## config.mk

```make
export PLATFORM = sky130hd
export DESIGN_NAME = hspw_gen
export DESIGN_NICKNAME = d
export VERILOG_FILES = /design/src/include/hspw_pkg.sv /design/src/rtl/hspw_deadtime.sv /design/src/rtl/hspw_gen.sv /design/src/rtl/hspw_sync.sv
export SDC_FILE = /design/constraint.sdc
export NUM_CORES = 1
export LEC_CHECK = 0
export BUFFER_PORTS_ARGS = -buffer_cell sky130_fd_sc_hd__buf_4
export CORE_AREA = 2 2 170 297
export DETAILED_ROUTE_END_ITERATION = 7
export DIE_AREA = 0 0 172 299
export GPL_ROUTABILITY_DRIVEN = 0
export SLEW_MARGIN = 20
export SYNTH_ARGS = -nofsm -noshare
export SYNTH_HDL_FRONTEND = slang
export SYNTH_SLANG_ARGS = --single-unit
```

## constraint.sdc

```tcl
create_clock -name clk -period 4 [get_ports clk]
set_input_delay 0.2 -clock clk [delete_from_list [all_inputs] [get_ports clk]]
set_output_delay 0.2 -clock clk [all_outputs]
set_load 0.02 [all_outputs]
```

## src/include/hspw_pkg.sv

```systemverilog
// package of constants and types for the high-speed pwm generator
// ----------------------------------------------------------------
// Behaviour
// RL1 - buffered duty/dead time applied next period
// RL2 - immediate update applies within running period
// RL3 - pin owner bit: 0 gpio, 1 pwm
// RL4 - override enables at io control bits 9, 8
// RL5 - overridden output driven from override value
// RL6 - mode 00 complementary, 01 redundant, 10 push-pull
// RL7 - control bit 8 picks master duty register
// RL8 - immediate duty crossing switches now, dead time kept
// RL9 - current limit forces levels fast, dead time kept
// RL10 - rollover duty write never gives full duty
// RL11 - rollover dead-time write never shortens pulse
// RL12 - zero duty in redundant/push-pull gives no glitch
// RL13 - override before enable holds, any divider
// RL14 - software follows glitch-free enable order
// RL15 - control bit 9 low selects master time base
// RL16 - global control bit 15 enables all counting
// RL17 - complementary low inverts high with dead time
// RL18 - period boundary is counter rollover to zero
// ----------------------------------------------------------------
package hspw_pkg;
	// register byte addresses
	localparam logic [7:0] ADDR_GLOBAL_CTRL = 8'h00;
	localparam logic [7:0] ADDR_CLOCK_DIV = 8'h04;
	localparam logic [7:0] ADDR_MASTER_PERIOD = 8'h08;
	localparam logic [7:0] ADDR_MASTER_DUTY = 8'h0C;
	localparam logic [7:0] ADDR_GEN_CTRL = 8'h10;
	localparam logic [7:0] ADDR_GEN_IO_CTRL = 8'h14;
	localparam logic [7:0] ADDR_GEN_DUTY = 8'h18;
	localparam logic [7:0] ADDR_DEAD_TIME = 8'h1C;
	localparam logic [7:0] ADDR_GEN_PERIOD = 8'h20;
	localparam logic [7:0] ADDR_LIMIT_CTRL = 8'h24;
	localparam logic [7:0] ADDR_IRQ_STATUS = 8'h28;
	localparam logic [7:0] ADDR_IRQ_MASK = 8'h2C;
	localparam logic [7:0] ADDR_STATE = 8'h30;
	// field positions
	localparam int GLOBAL_EN_BIT = 15;
	localparam int IMM_UPDATE_BIT = 0;
	localparam int DUTY_SRC_BIT = 8;
	localparam int TB_SEL_BIT = 9;
	localparam int HIGH_OWNER_BIT = 15;
	localparam int LOW_OWNER_BIT = 14;
	localparam int MODE_LSB = 10;
	localparam int HIGH_OVR_BIT = 9;
	localparam int LOW_OVR_BIT = 8;
	localparam int OVR_VALUE_LSB = 6;
	localparam int LIMIT_EN_BIT = 0;
	localparam int LIMIT_HIGH_BIT = 1;
	localparam int LIMIT_LOW_BIT = 2;
	// interrupt status bits
	localparam int IRQ_PERIOD_BIT = 0;
	localparam int IRQ_LIMIT_BIT = 1;
	localparam int IRQ_BITS = 2;
	// reset values
	localparam logic [15:0] PERIOD_RESET = 16'h0063;
	localparam logic [15:0] DUTY_RESET = 16'h0000;
	localparam logic [15:0] DEAD_RESET = 16'h0000;
	localparam logic [15:0] IO_CTRL_RESET = 16'h0000;
	// synchroniser depth for pin inputs
	localparam int SYNC_STAGES = 3;
	// output modes
	typedef enum logic [1:0] {
		HSPW_MODE_COMP = 2'b00,
		HSPW_MODE_REDUNDANT = 2'b01,
		HSPW_MODE_PUSHPULL = 2'b10,
		HSPW_MODE_INDEP = 2'b11
	} hspw_mode_e;
	// ahb data-phase state
	typedef enum logic [1:0] {
		HSPW_BUS_IDLE = 2'b00,
		HSPW_BUS_WRITE = 2'b01,
		HSPW_BUS_READ = 2'b10
	} hspw_bus_e;
endpackage : hspw_pkg

```

## src/rtl/hspw_deadtime.sv

```systemverilog
// dead-time inserter: delays each rising edge of both complementary legs
`timescale 1ns/100ps
module hspw_deadtime #(
	parameter int W = 16
) (
	// clock and reset
	input wire logic clk,
	input wire logic sys_rst,
	// tick and settings
	input wire logic tick,
	input wire logic [W-1:0] deadTime,
	// raw high leg and shaped outputs
	input wire logic rawHigh,
	output logic outHigh,
	output logic outLow
);
	import hspw_pkg::*;
	// ----------------------------------------------------------------
	// edge delay
	// ----------------------------------------------------------------
	logic lastRaw; // raw level already being followed
	logic [W-1:0] waitCnt; // ticks left before the new leg turns on
	// on a raw change both legs go off first; the new leg waits deadTime
	always_ff @(posedge clk) begin
		if (sys_rst) begin
			lastRaw <= 1'b0;
			waitCnt <= '0;
			outHigh <= 1'b0;
			outLow <= 1'b0;
		end else if (rawHigh != lastRaw) begin
			// both off at once, even mid-gap: no overlap ever RL17 RL8
			lastRaw <= rawHigh;
			waitCnt <= deadTime;
			outHigh <= 1'b0;
			outLow <= 1'b0;
			if (deadTime == '0) begin
				outHigh <= rawHigh;
				outLow <= ~rawHigh;
			end
		end else if (waitCnt != '0) begin
			// gap still running
			if (tick) begin
				waitCnt <= waitCnt - 1'b1;
				if (waitCnt == W'(1)) begin
					outHigh <= lastRaw;
					outLow <= ~lastRaw;
				end
			end
		end else begin
			outHigh <= lastRaw; // RL17
			outLow <= ~lastRaw;
		end
	end
	// complementary legs never on together RL17
	a_no_overlap: assert property (@(posedge clk) disable iff (sys_rst)
		!(outHigh && outLow)) else $error("both legs active"); // RL17
endmodule : hspw_deadtime

```

## src/rtl/hspw_gen.sv

```systemverilog
// high-speed pwm generator with ahb-lite registers, override and current limit
//
// Local design decisions: the register offsets and register access over AHB-Lite.
`timescale 1ns/100ps
module hspw_gen #(
	parameter int W = 16
) (
	// clock and reset
	input wire logic clk,
	input wire logic sys_rst,
	// ahb-lite slave
	input wire logic hsel,
	input wire logic [7:0] haddr,
	input wire logic [1:0] htrans,
	input wire logic hwrite,
	input wire logic [2:0] hsize,
	input wire logic [31:0] hwdata,
	input wire logic hready,
	output logic [31:0] hrdata,
	output logic hreadyout,
	output logic hresp,
	// current-limit pin
	input wire logic currentLimit,
	// gpio data for pins not owned by the generator
	input wire logic gpioHigh,
	input wire logic gpioLow,
	// output pins
	output logic highSideOutput,
	output logic lowSideOutput,
	// interrupt
	output logic irq
);
	import hspw_pkg::*;
	// ----------------------------------------------------------------
	// registers
	// ----------------------------------------------------------------
	logic [15:0] pwmGlobalCtrl; // module-wide control
	logic [3:0] pwmClockDivider; // divide by 2^n
	logic [W-1:0] masterPeriod; // shared time base period
	logic [W-1:0] masterDuty; // shared duty
	logic [15:0] generatorCtrl; // generator control
	logic [15:0] generatorIoCtrl; // pin ownership, mode, override
	logic [W-1:0] generatorDuty; // own duty
	logic [W-1:0] deadTimeValue; // dead time in ticks
	logic [W-1:0] genPeriod; // independent period
	logic [2:0] limitCtrl; // enable, forced high, forced low
	logic [IRQ_BITS-1:0] irqStatus; // sticky events
	logic [IRQ_BITS-1:0] irqMask; // unmask bits
	// bus data-phase tracking
	hspw_bus_e busState;
	logic [7:0] busAddr;
	// ----------------------------------------------------------------
	// ahb-lite slave
	// ----------------------------------------------------------------
	logic addrPhase;
	assign addrPhase = hsel && hready && htrans[1];
	assign hreadyout = 1'b1; // zero wait states
	assign hresp = 1'b0; // always okay
	// capture the address phase
	always_ff @(posedge clk) begin
		if (sys_rst) begin
			busState <= HSPW_BUS_IDLE;
			busAddr <= 8'h00;
		end else if (hready) begin
			busAddr <= haddr;
			if (!addrPhase) begin
				busState <= HSPW_BUS_IDLE;
			end else if (hwrite) begin
				busState <= HSPW_BUS_WRITE;
			end else begin
				busState <= HSPW_BUS_READ;
			end
		end
	end
	logic wrEn;
	assign wrEn = (busState == HSPW_BUS_WRITE);
	logic rdStatus; // read of status clears it
	assign rdStatus = addrPhase && !hwrite && (haddr == ADDR_IRQ_STATUS);
	// ----------------------------------------------------------------
	// time base and clock divider
	// ----------------------------------------------------------------
	logic enabled;
	assign enabled = pwmGlobalCtrl[GLOBAL_EN_BIT]; // RL16
	logic [15:0] divCnt; // prescaler
	logic tick; // one pwm clock
	assign tick = enabled &&
		((divCnt & ((16'h0001 << pwmClockDivider) - 16'h0001)) == 16'h0000);
	// prescaler runs only while enabled
	always_ff @(posedge clk) begin
		if (sys_rst || !enabled) begin
			divCnt <= 16'h0000;
		end else begin
			divCnt <= divCnt + 16'h0001;
		end
	end
	logic [W-1:0] masterCnt; // shared counter
	logic [W-1:0] ownCnt; // independent counter
	// both counters roll from period to zero RL18
	always_ff @(posedge clk) begin
		if (sys_rst || !enabled) begin
			masterCnt <= '0;
			ownCnt <= '0;
		end else if (tick) begin
			masterCnt <= (masterCnt >= masterPeriod) ? '0 : masterCnt + 1'b1;
			ownCnt <= (ownCnt >= genPeriod) ? '0 : ownCnt + 1'b1;
		end
	end
	logic useOwn;
	assign useOwn = generatorCtrl[TB_SEL_BIT]; // RL15
	logic [W-1:0] count;
	assign count = useOwn ? ownCnt : masterCnt;
	logic boundary; // rollover cycle RL18
	assign boundary = tick && (count >= (useOwn ? genPeriod : masterPeriod));
	// ----------------------------------------------------------------
	// active duty and dead time
	// ----------------------------------------------------------------
	logic immediate;
	assign immediate = generatorCtrl[IMM_UPDATE_BIT];
	logic [W-1:0] selDuty; // RL7
	assign selDuty = generatorCtrl[DUTY_SRC_BIT] ? masterDuty : generatorDuty;
	logic [W-1:0] activeDuty;
	logic [W-1:0] activeDead;
	// registers are the buffers; copy only at rollover unless immediate or disabled.
	// the rollover copy is skipped in a cycle that holds a write, so a write that
	// lands on rollover waits a whole period and cannot corrupt this one
	always_ff @(posedge clk) begin
		if (sys_rst) begin
			activeDuty <= DUTY_RESET;
			activeDead <= DEAD_RESET;
		end else if (immediate || !enabled) begin
			activeDuty <= selDuty; // RL2 RL8
			activeDead <= deadTimeValue; // RL2
		end else if (boundary && !wrEn) begin
			activeDuty <= selDuty; // RL1 RL10
			activeDead <= deadTimeValue; // RL1 RL11
		end
	end
	// raw waveform: high while count below duty, so zero duty is never on
	logic rawHigh;
	assign rawHigh = enabled && (count < activeDuty); // RL12 RL8
	logic dtIn; // raw leg, or the forced limit level in complementary mode
	logic dtHigh;
	logic dtLow;
	hspw_deadtime #(.W(W)) u_dead (
		.clk(clk),
		.sys_rst(sys_rst),
		.tick(tick),
		.deadTime(activeDead),
		.rawHigh(dtIn),
		.outHigh(dtHigh),
		.outLow(dtLow)
	);
	// ----------------------------------------------------------------
	// current limit
	// ----------------------------------------------------------------
	logic limitLevel;
	hspw_sync u_sync (
		.clk(clk),
		.sys_rst(sys_rst),
		.pinIn(currentLimit),
		.level(limitLevel)
	);
	logic limitActive;
	assign limitActive = limitCtrl[LIMIT_EN_BIT] && limitLevel;
	// ----------------------------------------------------------------
	// output mode, override and ownership
	// ----------------------------------------------------------------
	hspw_mode_e mode;
	assign mode = hspw_mode_e'(generatorIoCtrl[MODE_LSB +: 2]);
	logic ppPhase; // push-pull alternates legs each period
	always_ff @(posedge clk) begin
		if (sys_rst || !enabled) begin
			ppPhase <= 1'b0;
		end else if (boundary) begin
			ppPhase <= ~ppPhase;
		end
	end
	logic modeHigh;
	logic modeLow;
	// mode decode; in complementary mode the limit goes through dead time
	always_comb begin
		modeHigh = 1'b0;
		modeLow = 1'b0;
		case (mode)
			HSPW_MODE_COMP: begin // RL6 RL17
				modeHigh = dtHigh;
				modeLow = dtLow;
			end
			HSPW_MODE_REDUNDANT: begin // RL6
				modeHigh = rawHigh;
				modeLow = rawHigh;
			end
			HSPW_MODE_PUSHPULL: begin // RL6
				modeHigh = rawHigh && !ppPhase;
				modeLow = rawHigh && ppPhase;
			end
			default: begin
				modeHigh = rawHigh;
				modeLow = 1'b0;
			end
		endcase
		if (limitActive && mode != HSPW_MODE_COMP) begin
			modeHigh = limitCtrl[LIMIT_HIGH_BIT]; // RL9
			modeLow = limitCtrl[LIMIT_LOW_BIT];
		end
	end
	// forced complementary limit: steer dead-time unit by choosing legs
	logic compLimitHigh;
	assign compLimitHigh = limitCtrl[LIMIT_HIGH_BIT];
	// forced level enters ahead of the dead-time unit, so the gap stays RL9
	assign dtIn = (limitActive && mode == HSPW_MODE_COMP) ?
		compLimitHigh : rawHigh;
	logic pinHigh;
	logic pinLow;
	// override works whatever the enable or divider; acts on every clk
	always_comb begin
		pinHigh = modeHigh;
		pinLow = modeLow;
		if (generatorIoCtrl[HIGH_OVR_BIT]) begin
			pinHigh = generatorIoCtrl[OVR_VALUE_LSB + 1]; // RL4 RL5 RL13
		end
		if (generatorIoCtrl[LOW_OVR_BIT]) begin
			pinLow = generatorIoCtrl[OVR_VALUE_LSB]; // RL4 RL5 RL13
		end
	end
	// registered pins with ownership selection
	always_ff @(posedge clk) begin
		if (sys_rst) begin
			highSideOutput <= 1'b0;
			lowSideOutput <= 1'b0;
		end else begin
			highSideOutput <= generatorIoCtrl[HIGH_OWNER_BIT] ?
				pinHigh : gpioHigh; // RL3
			lowSideOutput <= generatorIoCtrl[LOW_OWNER_BIT] ?
				pinLow : gpioLow; // RL3
		end
	end
	// ----------------------------------------------------------------
	// register writes
	// ----------------------------------------------------------------
	// one write per data phase at the captured address
	always_ff @(posedge clk) begin
		if (sys_rst) begin
			pwmGlobalCtrl <= 16'h0000;
			pwmClockDivider <= 4'h0;
			masterPeriod <= PERIOD_RESET;
			masterDuty <= DUTY_RESET;
			generatorCtrl <= 16'h0000;
			generatorIoCtrl <= IO_CTRL_RESET;
			generatorDuty <= DUTY_RESET;
			deadTimeValue <= DEAD_RESET;
			genPeriod <= PERIOD_RESET;
			limitCtrl <= 3'h0;
			irqMask <= '0;
		end else if (wrEn) begin
			case (busAddr)
				ADDR_GLOBAL_CTRL: pwmGlobalCtrl <= hwdata[15:0];
				ADDR_CLOCK_DIV: pwmClockDivider <= hwdata[3:0];
				ADDR_MASTER_PERIOD: masterPeriod <= hwdata[W-1:0];
				ADDR_MASTER_DUTY: masterDuty <= hwdata[W-1:0];
				ADDR_GEN_CTRL: generatorCtrl <= hwdata[15:0];
				ADDR_GEN_IO_CTRL: generatorIoCtrl <= hwdata[15:0];
				ADDR_GEN_DUTY: generatorDuty <= hwdata[W-1:0];
				ADDR_DEAD_TIME: deadTimeValue <= hwdata[W-1:0];
				ADDR_GEN_PERIOD: genPeriod <= hwdata[W-1:0];
				ADDR_LIMIT_CTRL: limitCtrl <= hwdata[2:0];
				ADDR_IRQ_MASK: irqMask <= hwdata[IRQ_BITS-1:0];
				default: begin
				end
			endcase
		end
	end
	// ----------------------------------------------------------------
	// interrupts
	// ----------------------------------------------------------------
	logic limitSeen; // edge detect on the clean level
	always_ff @(posedge clk) begin
		if (sys_rst) begin
			limitSeen <= 1'b0;
		end else begin
			limitSeen <= limitActive;
		end
	end
	logic [IRQ_BITS-1:0] events;
	assign events = {limitActive && !limitSeen, boundary};
	// read clears, a same-cycle event wins
	always_ff @(posedge clk) begin
		if (sys_rst) begin
			irqStatus <= '0;
		end else begin
			irqStatus <= (rdStatus ? '0 : irqStatus) | events;
		end
	end
	assign irq = |(irqStatus & irqMask);
	// ----------------------------------------------------------------
	// read data
	// ----------------------------------------------------------------
	// registered read data, valid in the data phase
	always_ff @(posedge clk) begin
		if (sys_rst) begin
			hrdata <= 32'h00000000;
		end else if (addrPhase && !hwrite) begin
			case (haddr)
				ADDR_GLOBAL_CTRL: hrdata <= {16'h0000, pwmGlobalCtrl};
				ADDR_CLOCK_DIV: hrdata <= {28'h0000000, pwmClockDivider};
				ADDR_MASTER_PERIOD: hrdata <= 32'(masterPeriod);
				ADDR_MASTER_DUTY: hrdata <= 32'(masterDuty);
				ADDR_GEN_CTRL: hrdata <= {16'h0000, generatorCtrl};
				ADDR_GEN_IO_CTRL: hrdata <= {16'h0000, generatorIoCtrl};
				ADDR_GEN_DUTY: hrdata <= 32'(generatorDuty);
				ADDR_DEAD_TIME: hrdata <= 32'(deadTimeValue);
				ADDR_GEN_PERIOD: hrdata <= 32'(genPeriod);
				ADDR_LIMIT_CTRL: hrdata <= {29'h0000000, limitCtrl};
				ADDR_IRQ_STATUS: hrdata <= 32'(irqStatus);
				ADDR_IRQ_MASK: hrdata <= 32'(irqMask);
				ADDR_STATE: hrdata <= {16'h0000, 16'(count)};
				default: hrdata <= 32'h00000000;
			endcase
		end
	end
	// ----------------------------------------------------------------
	// checks
	// ----------------------------------------------------------------
	a_buffered_hold: assert property (@(posedge clk) disable iff (sys_rst)
		(enabled && !immediate && !boundary) |=> $stable(activeDuty))
		else $error("duty changed inside period"); // RL1
	a_immediate_load: assert property (@(posedge clk) disable iff (sys_rst)
		immediate |=> activeDuty == $past(selDuty))
		else $error("immediate duty not applied"); // RL2
	a_owner_gpio: assert property (@(posedge clk) disable iff (sys_rst)
		!generatorIoCtrl[HIGH_OWNER_BIT] |=> highSideOutput == $past(gpioHigh))
		else $error("gpio not driving high pin"); // RL3
	a_override_high: assert property (@(posedge clk) disable iff (sys_rst)
		(generatorIoCtrl[HIGH_OWNER_BIT] && generatorIoCtrl[HIGH_OVR_BIT])
		|=> highSideOutput == $past(generatorIoCtrl[OVR_VALUE_LSB + 1]))
		else $error("high override ignored"); // RL5
	a_override_low: assert property (@(posedge clk) disable iff (sys_rst)
		(generatorIoCtrl[LOW_OWNER_BIT] && generatorIoCtrl[LOW_OVR_BIT])
		|=> lowSideOutput == $past(generatorIoCtrl[OVR_VALUE_LSB]))
		else $error("low override ignored"); // RL4 RL13
	a_zero_duty: assert property (@(posedge clk) disable iff (sys_rst)
		(activeDuty == '0) |-> !rawHigh)
		else $error("pulse with zero duty"); // RL12
	a_rollover_zero: assert property (@(posedge clk) disable iff (sys_rst)
		boundary |=> ($past(useOwn) ? ownCnt : masterCnt) == '0)
		else $error("boundary without rollover"); // RL18
	a_limit_force: assert property (@(posedge clk) disable iff (sys_rst)
		(limitActive && mode == HSPW_MODE_REDUNDANT)
		|-> modeHigh == limitCtrl[LIMIT_HIGH_BIT])
		else $error("limit did not force output"); // RL9
endmodule : hspw_gen

```

## src/rtl/hspw_sync.sv

```systemverilog
// three-stage synchroniser that accepts a change once stages two and three agree
`timescale 1ns/100ps
module hspw_sync (
	// clock and reset
	input wire logic clk,
	input wire logic sys_rst,
	// raw pin and clean level
	input wire logic pinIn,
	output logic level
);
	import hspw_pkg::*;
	// ----------------------------------------------------------------
	// synchroniser chain
	// ----------------------------------------------------------------
	logic [SYNC_STAGES-1:0] stage; // stage[0] is read only by stage[1]
	// shift the pin through the chain
	always_ff @(posedge clk) begin
		if (sys_rst) begin
			stage <= '0;
		end else begin
			stage <= {stage[SYNC_STAGES-2:0], pinIn};
		end
	end
	// accept a new level only when the last two stages agree
	always_ff @(posedge clk) begin
		if (sys_rst) begin
			level <= 1'b0;
		end else if (stage[1] == stage[2]) begin
			level <= stage[2];
		end
	end
endmodule : hspw_sync

```

==> results.sh <==
export IMPL_final_cell_mix="344 x sky130_fd_sc_hd__nand2_1, 270 x sky130_fd_sc_hd__dfxtp_1, 167 x sky130_fd_sc_hd__a21oi_1, 114 x sky130_fd_sc_hd__nor2_1, 88 x sky130_fd_sc_hd__buf_4"
export IMPL_dieHeight_um=299
export IMPL_num_rows=108
export IMPL_hold_violations=0
export IMPL_layout_cells_most_common="sky130_fd_sc_hd__nand2_1"
export IMPL_area_growth_pct=14.5
export IMPL_grt_pass1_vias=13300
export IMPL_final_fill_count=5192
export IMPL_n_antenna_cell=0
export IMPL_cts_buffers=25
export IMPL_post_drt_via_cell_ratio=5.45
export IMPL_drt_pass1_iterations=6
export IMPL_synthArstFlopShare=0
export IMPL_initial_core_utilization=0.296
export IMPL_transition_time_at_the_pin_with_the_least_slew_margin_ns=1.07
export IMPL_setup_repair_after_global_routing_missed_its_margin="no"
export IMPL_power_density_nw_per_um2=336
export IMPL_die_w_um=172
export IMPL_design_die_area_um2=51400
export IMPL_max_freq_mhz=266
export IMPL_fraction_of_met2_tracks_used_by_global_routing=0.362
export IMPL_timing_critical_path_required_ns=4.47
export IMPL_largest_net_degree_at_the_start_of_global_routing=98
export IMPL_path_delay_family="simple AND/OR/NAND/NOR gates"
export IMPL_finalMaxSlewViolations=0
export IMPL_clock_sinks=271
export IMPL_tritoncts="done"
export IMPL_leakagePower_nw=5.86
export IMPL_worst_ir_drop_vdd_v=0.000288
export IMPL_power_total_mw=5.60
export IMPL_crit_path_top_delay_cell="sky130_fd_sc_hd__dfxtp_1"
export IMPL_synth_edf_count=0
export IMPL_cell_chain_critical_path="inv_1, nand3_1, ha_1, or2_2, o21ai_0, a2111oi_2, and4b_1, nand2_2, or4_1, a311oi_1"
export IMPL_synth_yosys_warnings=0
export IMPL_netlist_area_before_placement_um2=14600
export IMPL_cts_root_buffer_cell="sky130_fd_sc_hd__clkbuf_16"
export IMPL_detailed_place_hpwl_um=38100
export IMPL_syn_mean_instance_area_um2=8.07
export IMPL_leftover_overflow_at_the_end_of_global_routing=0
export IMPL_placed_area_um2=15500
export IMPL_cts_htree_levels=1
export IMPL_finClkSkew_ns=0.0283
export IMPL_synth_seq_area_share=0.373
export IMPL_groute_layer_met1_usage=0.212
export IMPL_fp_coreArea_um2=49200
export IMPL_clk_insertion_delay_late_ns=0.57
export IMPL_dr_first_iter_drc_count=1519
export IMPL_worst_setup_hold_path_clk_slew_ns=0.07
export IMPL_layout_min_cycle_time_ns=3.75
export IMPL_cts_setup_buffers=0
export IMPL_final_setup_worst_slack_ns=0.245
export IMPL_drt_wl_total_um=52100
export IMPL_fin_nets=1937
export IMPL_setup_viol_count_final=0
export IMPL_largest_stage_delay_on_the_critical_path_ns=0.61
export IMPL_post_place_ws_ns=0.232
export IMPL_hp_class="in -> reg"
export IMPL_max_cap_violations=0
export IMPL_drt_wirelength_per_cell_um=20.9
export IMPL_worst_slew_margin_rel=0.285
export IMPL_drc_errors=0
export IMPL_clock_path_buffers=3
export IMPL_unique_masters_post_synth=79
export IMPL_postSynthCellCount=1804
export IMPL_groute_usage_overall=0.202
export IMPL_io_buffer_count=51
export IMPL_setup_reg_to_reg_worst_slack_ns=0.25
export IMPL_numPlacedInstances=2422
export IMPL_groute_layer_met3_usage=0.0221
export IMPL_stdcell_area_um2=16700
export IMPL_tns_setup_ns=0
export IMPL_postRouteAntennaNets=0
export IMPL_first_pass_grt_wire_length_um=79000
export IMPL_finalNonFillerCells=2493
export IMPL_drive_gt1_frac=0.105
export IMPL_ys_seq_elements=271
export IMPL_setup_worst_path_class="reg -> reg"
export IMPL_finalCritPeriodShare=0.939
export IMPL_path_max_fanout=13
export IMPL_grt_busiest_layer="met2"
export IMPL_io_pins=90
export IMPL_crit_path_start_kind="register"
export IMPL_main_synth_ff_type="sky130_fd_sc_hd__dfxtp_1"
export IMPL_critical_path_endpoint_type="register"
export IMPL_critical_path_n_buffers_inverters=1
export IMPL_vias=13600
export IMPL_arrival_ns=4.22
export IMPL_grt_antenna_before_repair=0
export IMPL_run_status="complete, no violations"
[report_power, final]
part	internal [mW]	switching (mW)	leakage (nW)
logic	0.0717	0.173	3.24
clock network	1.50	1.13	0.431
registers	2.71	0.00895	2.19
total	4.28	1.32	5.86
[cell type report]
cell class	count	area (um2)	share of cell area
Multi-Input combinational cell	1337	8350	0.501
Sequential cell	271	5430	0.326
Timing Repair Buffer	116	952	0.0571
Tap cell	660	826	0.0495
Clock buffer	32	702	0.0421
Inverter	64	240	0.0144
Clock inverter	13	178	0.0107
[final timing paths]
path / startpoint / endpoint / depth (start not counted)
min: hready / busAddr[2] / 3
max reg2reg: pwmClockDivider[3] / u_dead.waitCnt[2] / 10
min reg2reg: u_sync.stage[0] / u_sync.stage[1] / 1
max: pwmClockDivider[3] / u_dead.waitCnt[2] / 10
[metal layers]
layer  vias up  share of wire
li1       6362              -
met3       204          0.052
met2       634           0.51
met4         0          0.088
met5         -              0
met1      6389           0.35
[tightest hold or removal path: stages]
cell and delay, ns:
sky130_fd_sc_hd__buf_4 0.19, sky130_fd_sc_hd__mux2i_1 0.09, sky130_fd_sc_hd__nor2_1 0.07
[synthesized netlist by cell type, drive strengths merged (4+ instances only)]
| cell | instances | area [um2] |
|---|---|---|
| nor2 | 116 | 440 |
| xor2 | 10 | 87.6 |
| a22oi | 31 | 233 |
| o31ai | 14 | 105 |
| a221oi | 9 | 78.8 |
| o211ai | 11 | 82.6 |
| or2 | 4 | 25.0 |
| inv | 64 | 240 |
| mux2 | 32 | 360 |
| nor4b | 4 | 35.0 |
| nor4 | 36 | 246 |
| nand3 | 80 | 400 |
| a22o | 15 | 131 |
| a211oi | 6 | 45.0 |
| nor3b | 5 | 37.5 |
| dfxtp | 271 | 5430 |
| clkbuf | 106 | 398 |
| a21oi | 167 | 836 |
| a211o | 4 | 35.0 |
| o21ai | 32 | 160 |
| and2 | 13 | 81.3 |
| nor3 | 26 | 135 |
| nand2b | 10 | 62.6 |
| a311oi | 9 | 85.1 |
| o2111ai | 5 | 50.0 |
| nor2b | 7 | 43.8 |
| and3 | 16 | 100 |
| nand3b | 6 | 45.0 |
| a222oi | 10 | 100 |
| nand2 | 345 | 1300 |
| xnor2 | 33 | 289 |
| and4 | 9 | 78.8 |
| nand4 | 26 | 163 |
| a32oi | 5 | 43.8 |
| or3 | 9 | 56.3 |
| ha | 69 | 863 |
| a21o | 15 | 113 |
| a31oi | 4 | 25.0 |
| or4 | 5 | 37.5 |
| buf | 42 | 260 |
| mux2i | 84 | 841 |
[per-stage QoR]
| stage | hold WS [ns] | utilization |
|---|---|---|
| 2_1_floorplan | 0.328 | - |
| 3_3_place_gp | 0.433 | 0.316 |
| 3_5_place_dp | 0.435 | 0.316 |
| 4_1_cts | 0.00785 | 0.339 |
| 5_1_grt | 0.0324 | 0.339 |
| 6_report | 0.0279 | 0.339 |
[cell families (layout without fill, tap and decap cells)]
kind of cell,count (synthesis),in the layout,share of synthesized area
AND/OR/NAND/NOR,726,726,0.232
AO/OA/AOI/OAI,365,365,0.165
flip-flops,271,271,0.373
buffers and inverters,212,225,0.0617
multiplexers,116,116,0.0825
adder cells (fa/ha/maj),69,69,0.0593
XOR/XNOR,43,43,0.0259
other,2,18,0.000516
[repair_timing]
item                       CTS  global route
setup endpoints to repair    0             1
resized for setup            0             1
hold endpoints to repair   123             0
hold buffers                26             0
(Power assumes the default switching activity.)
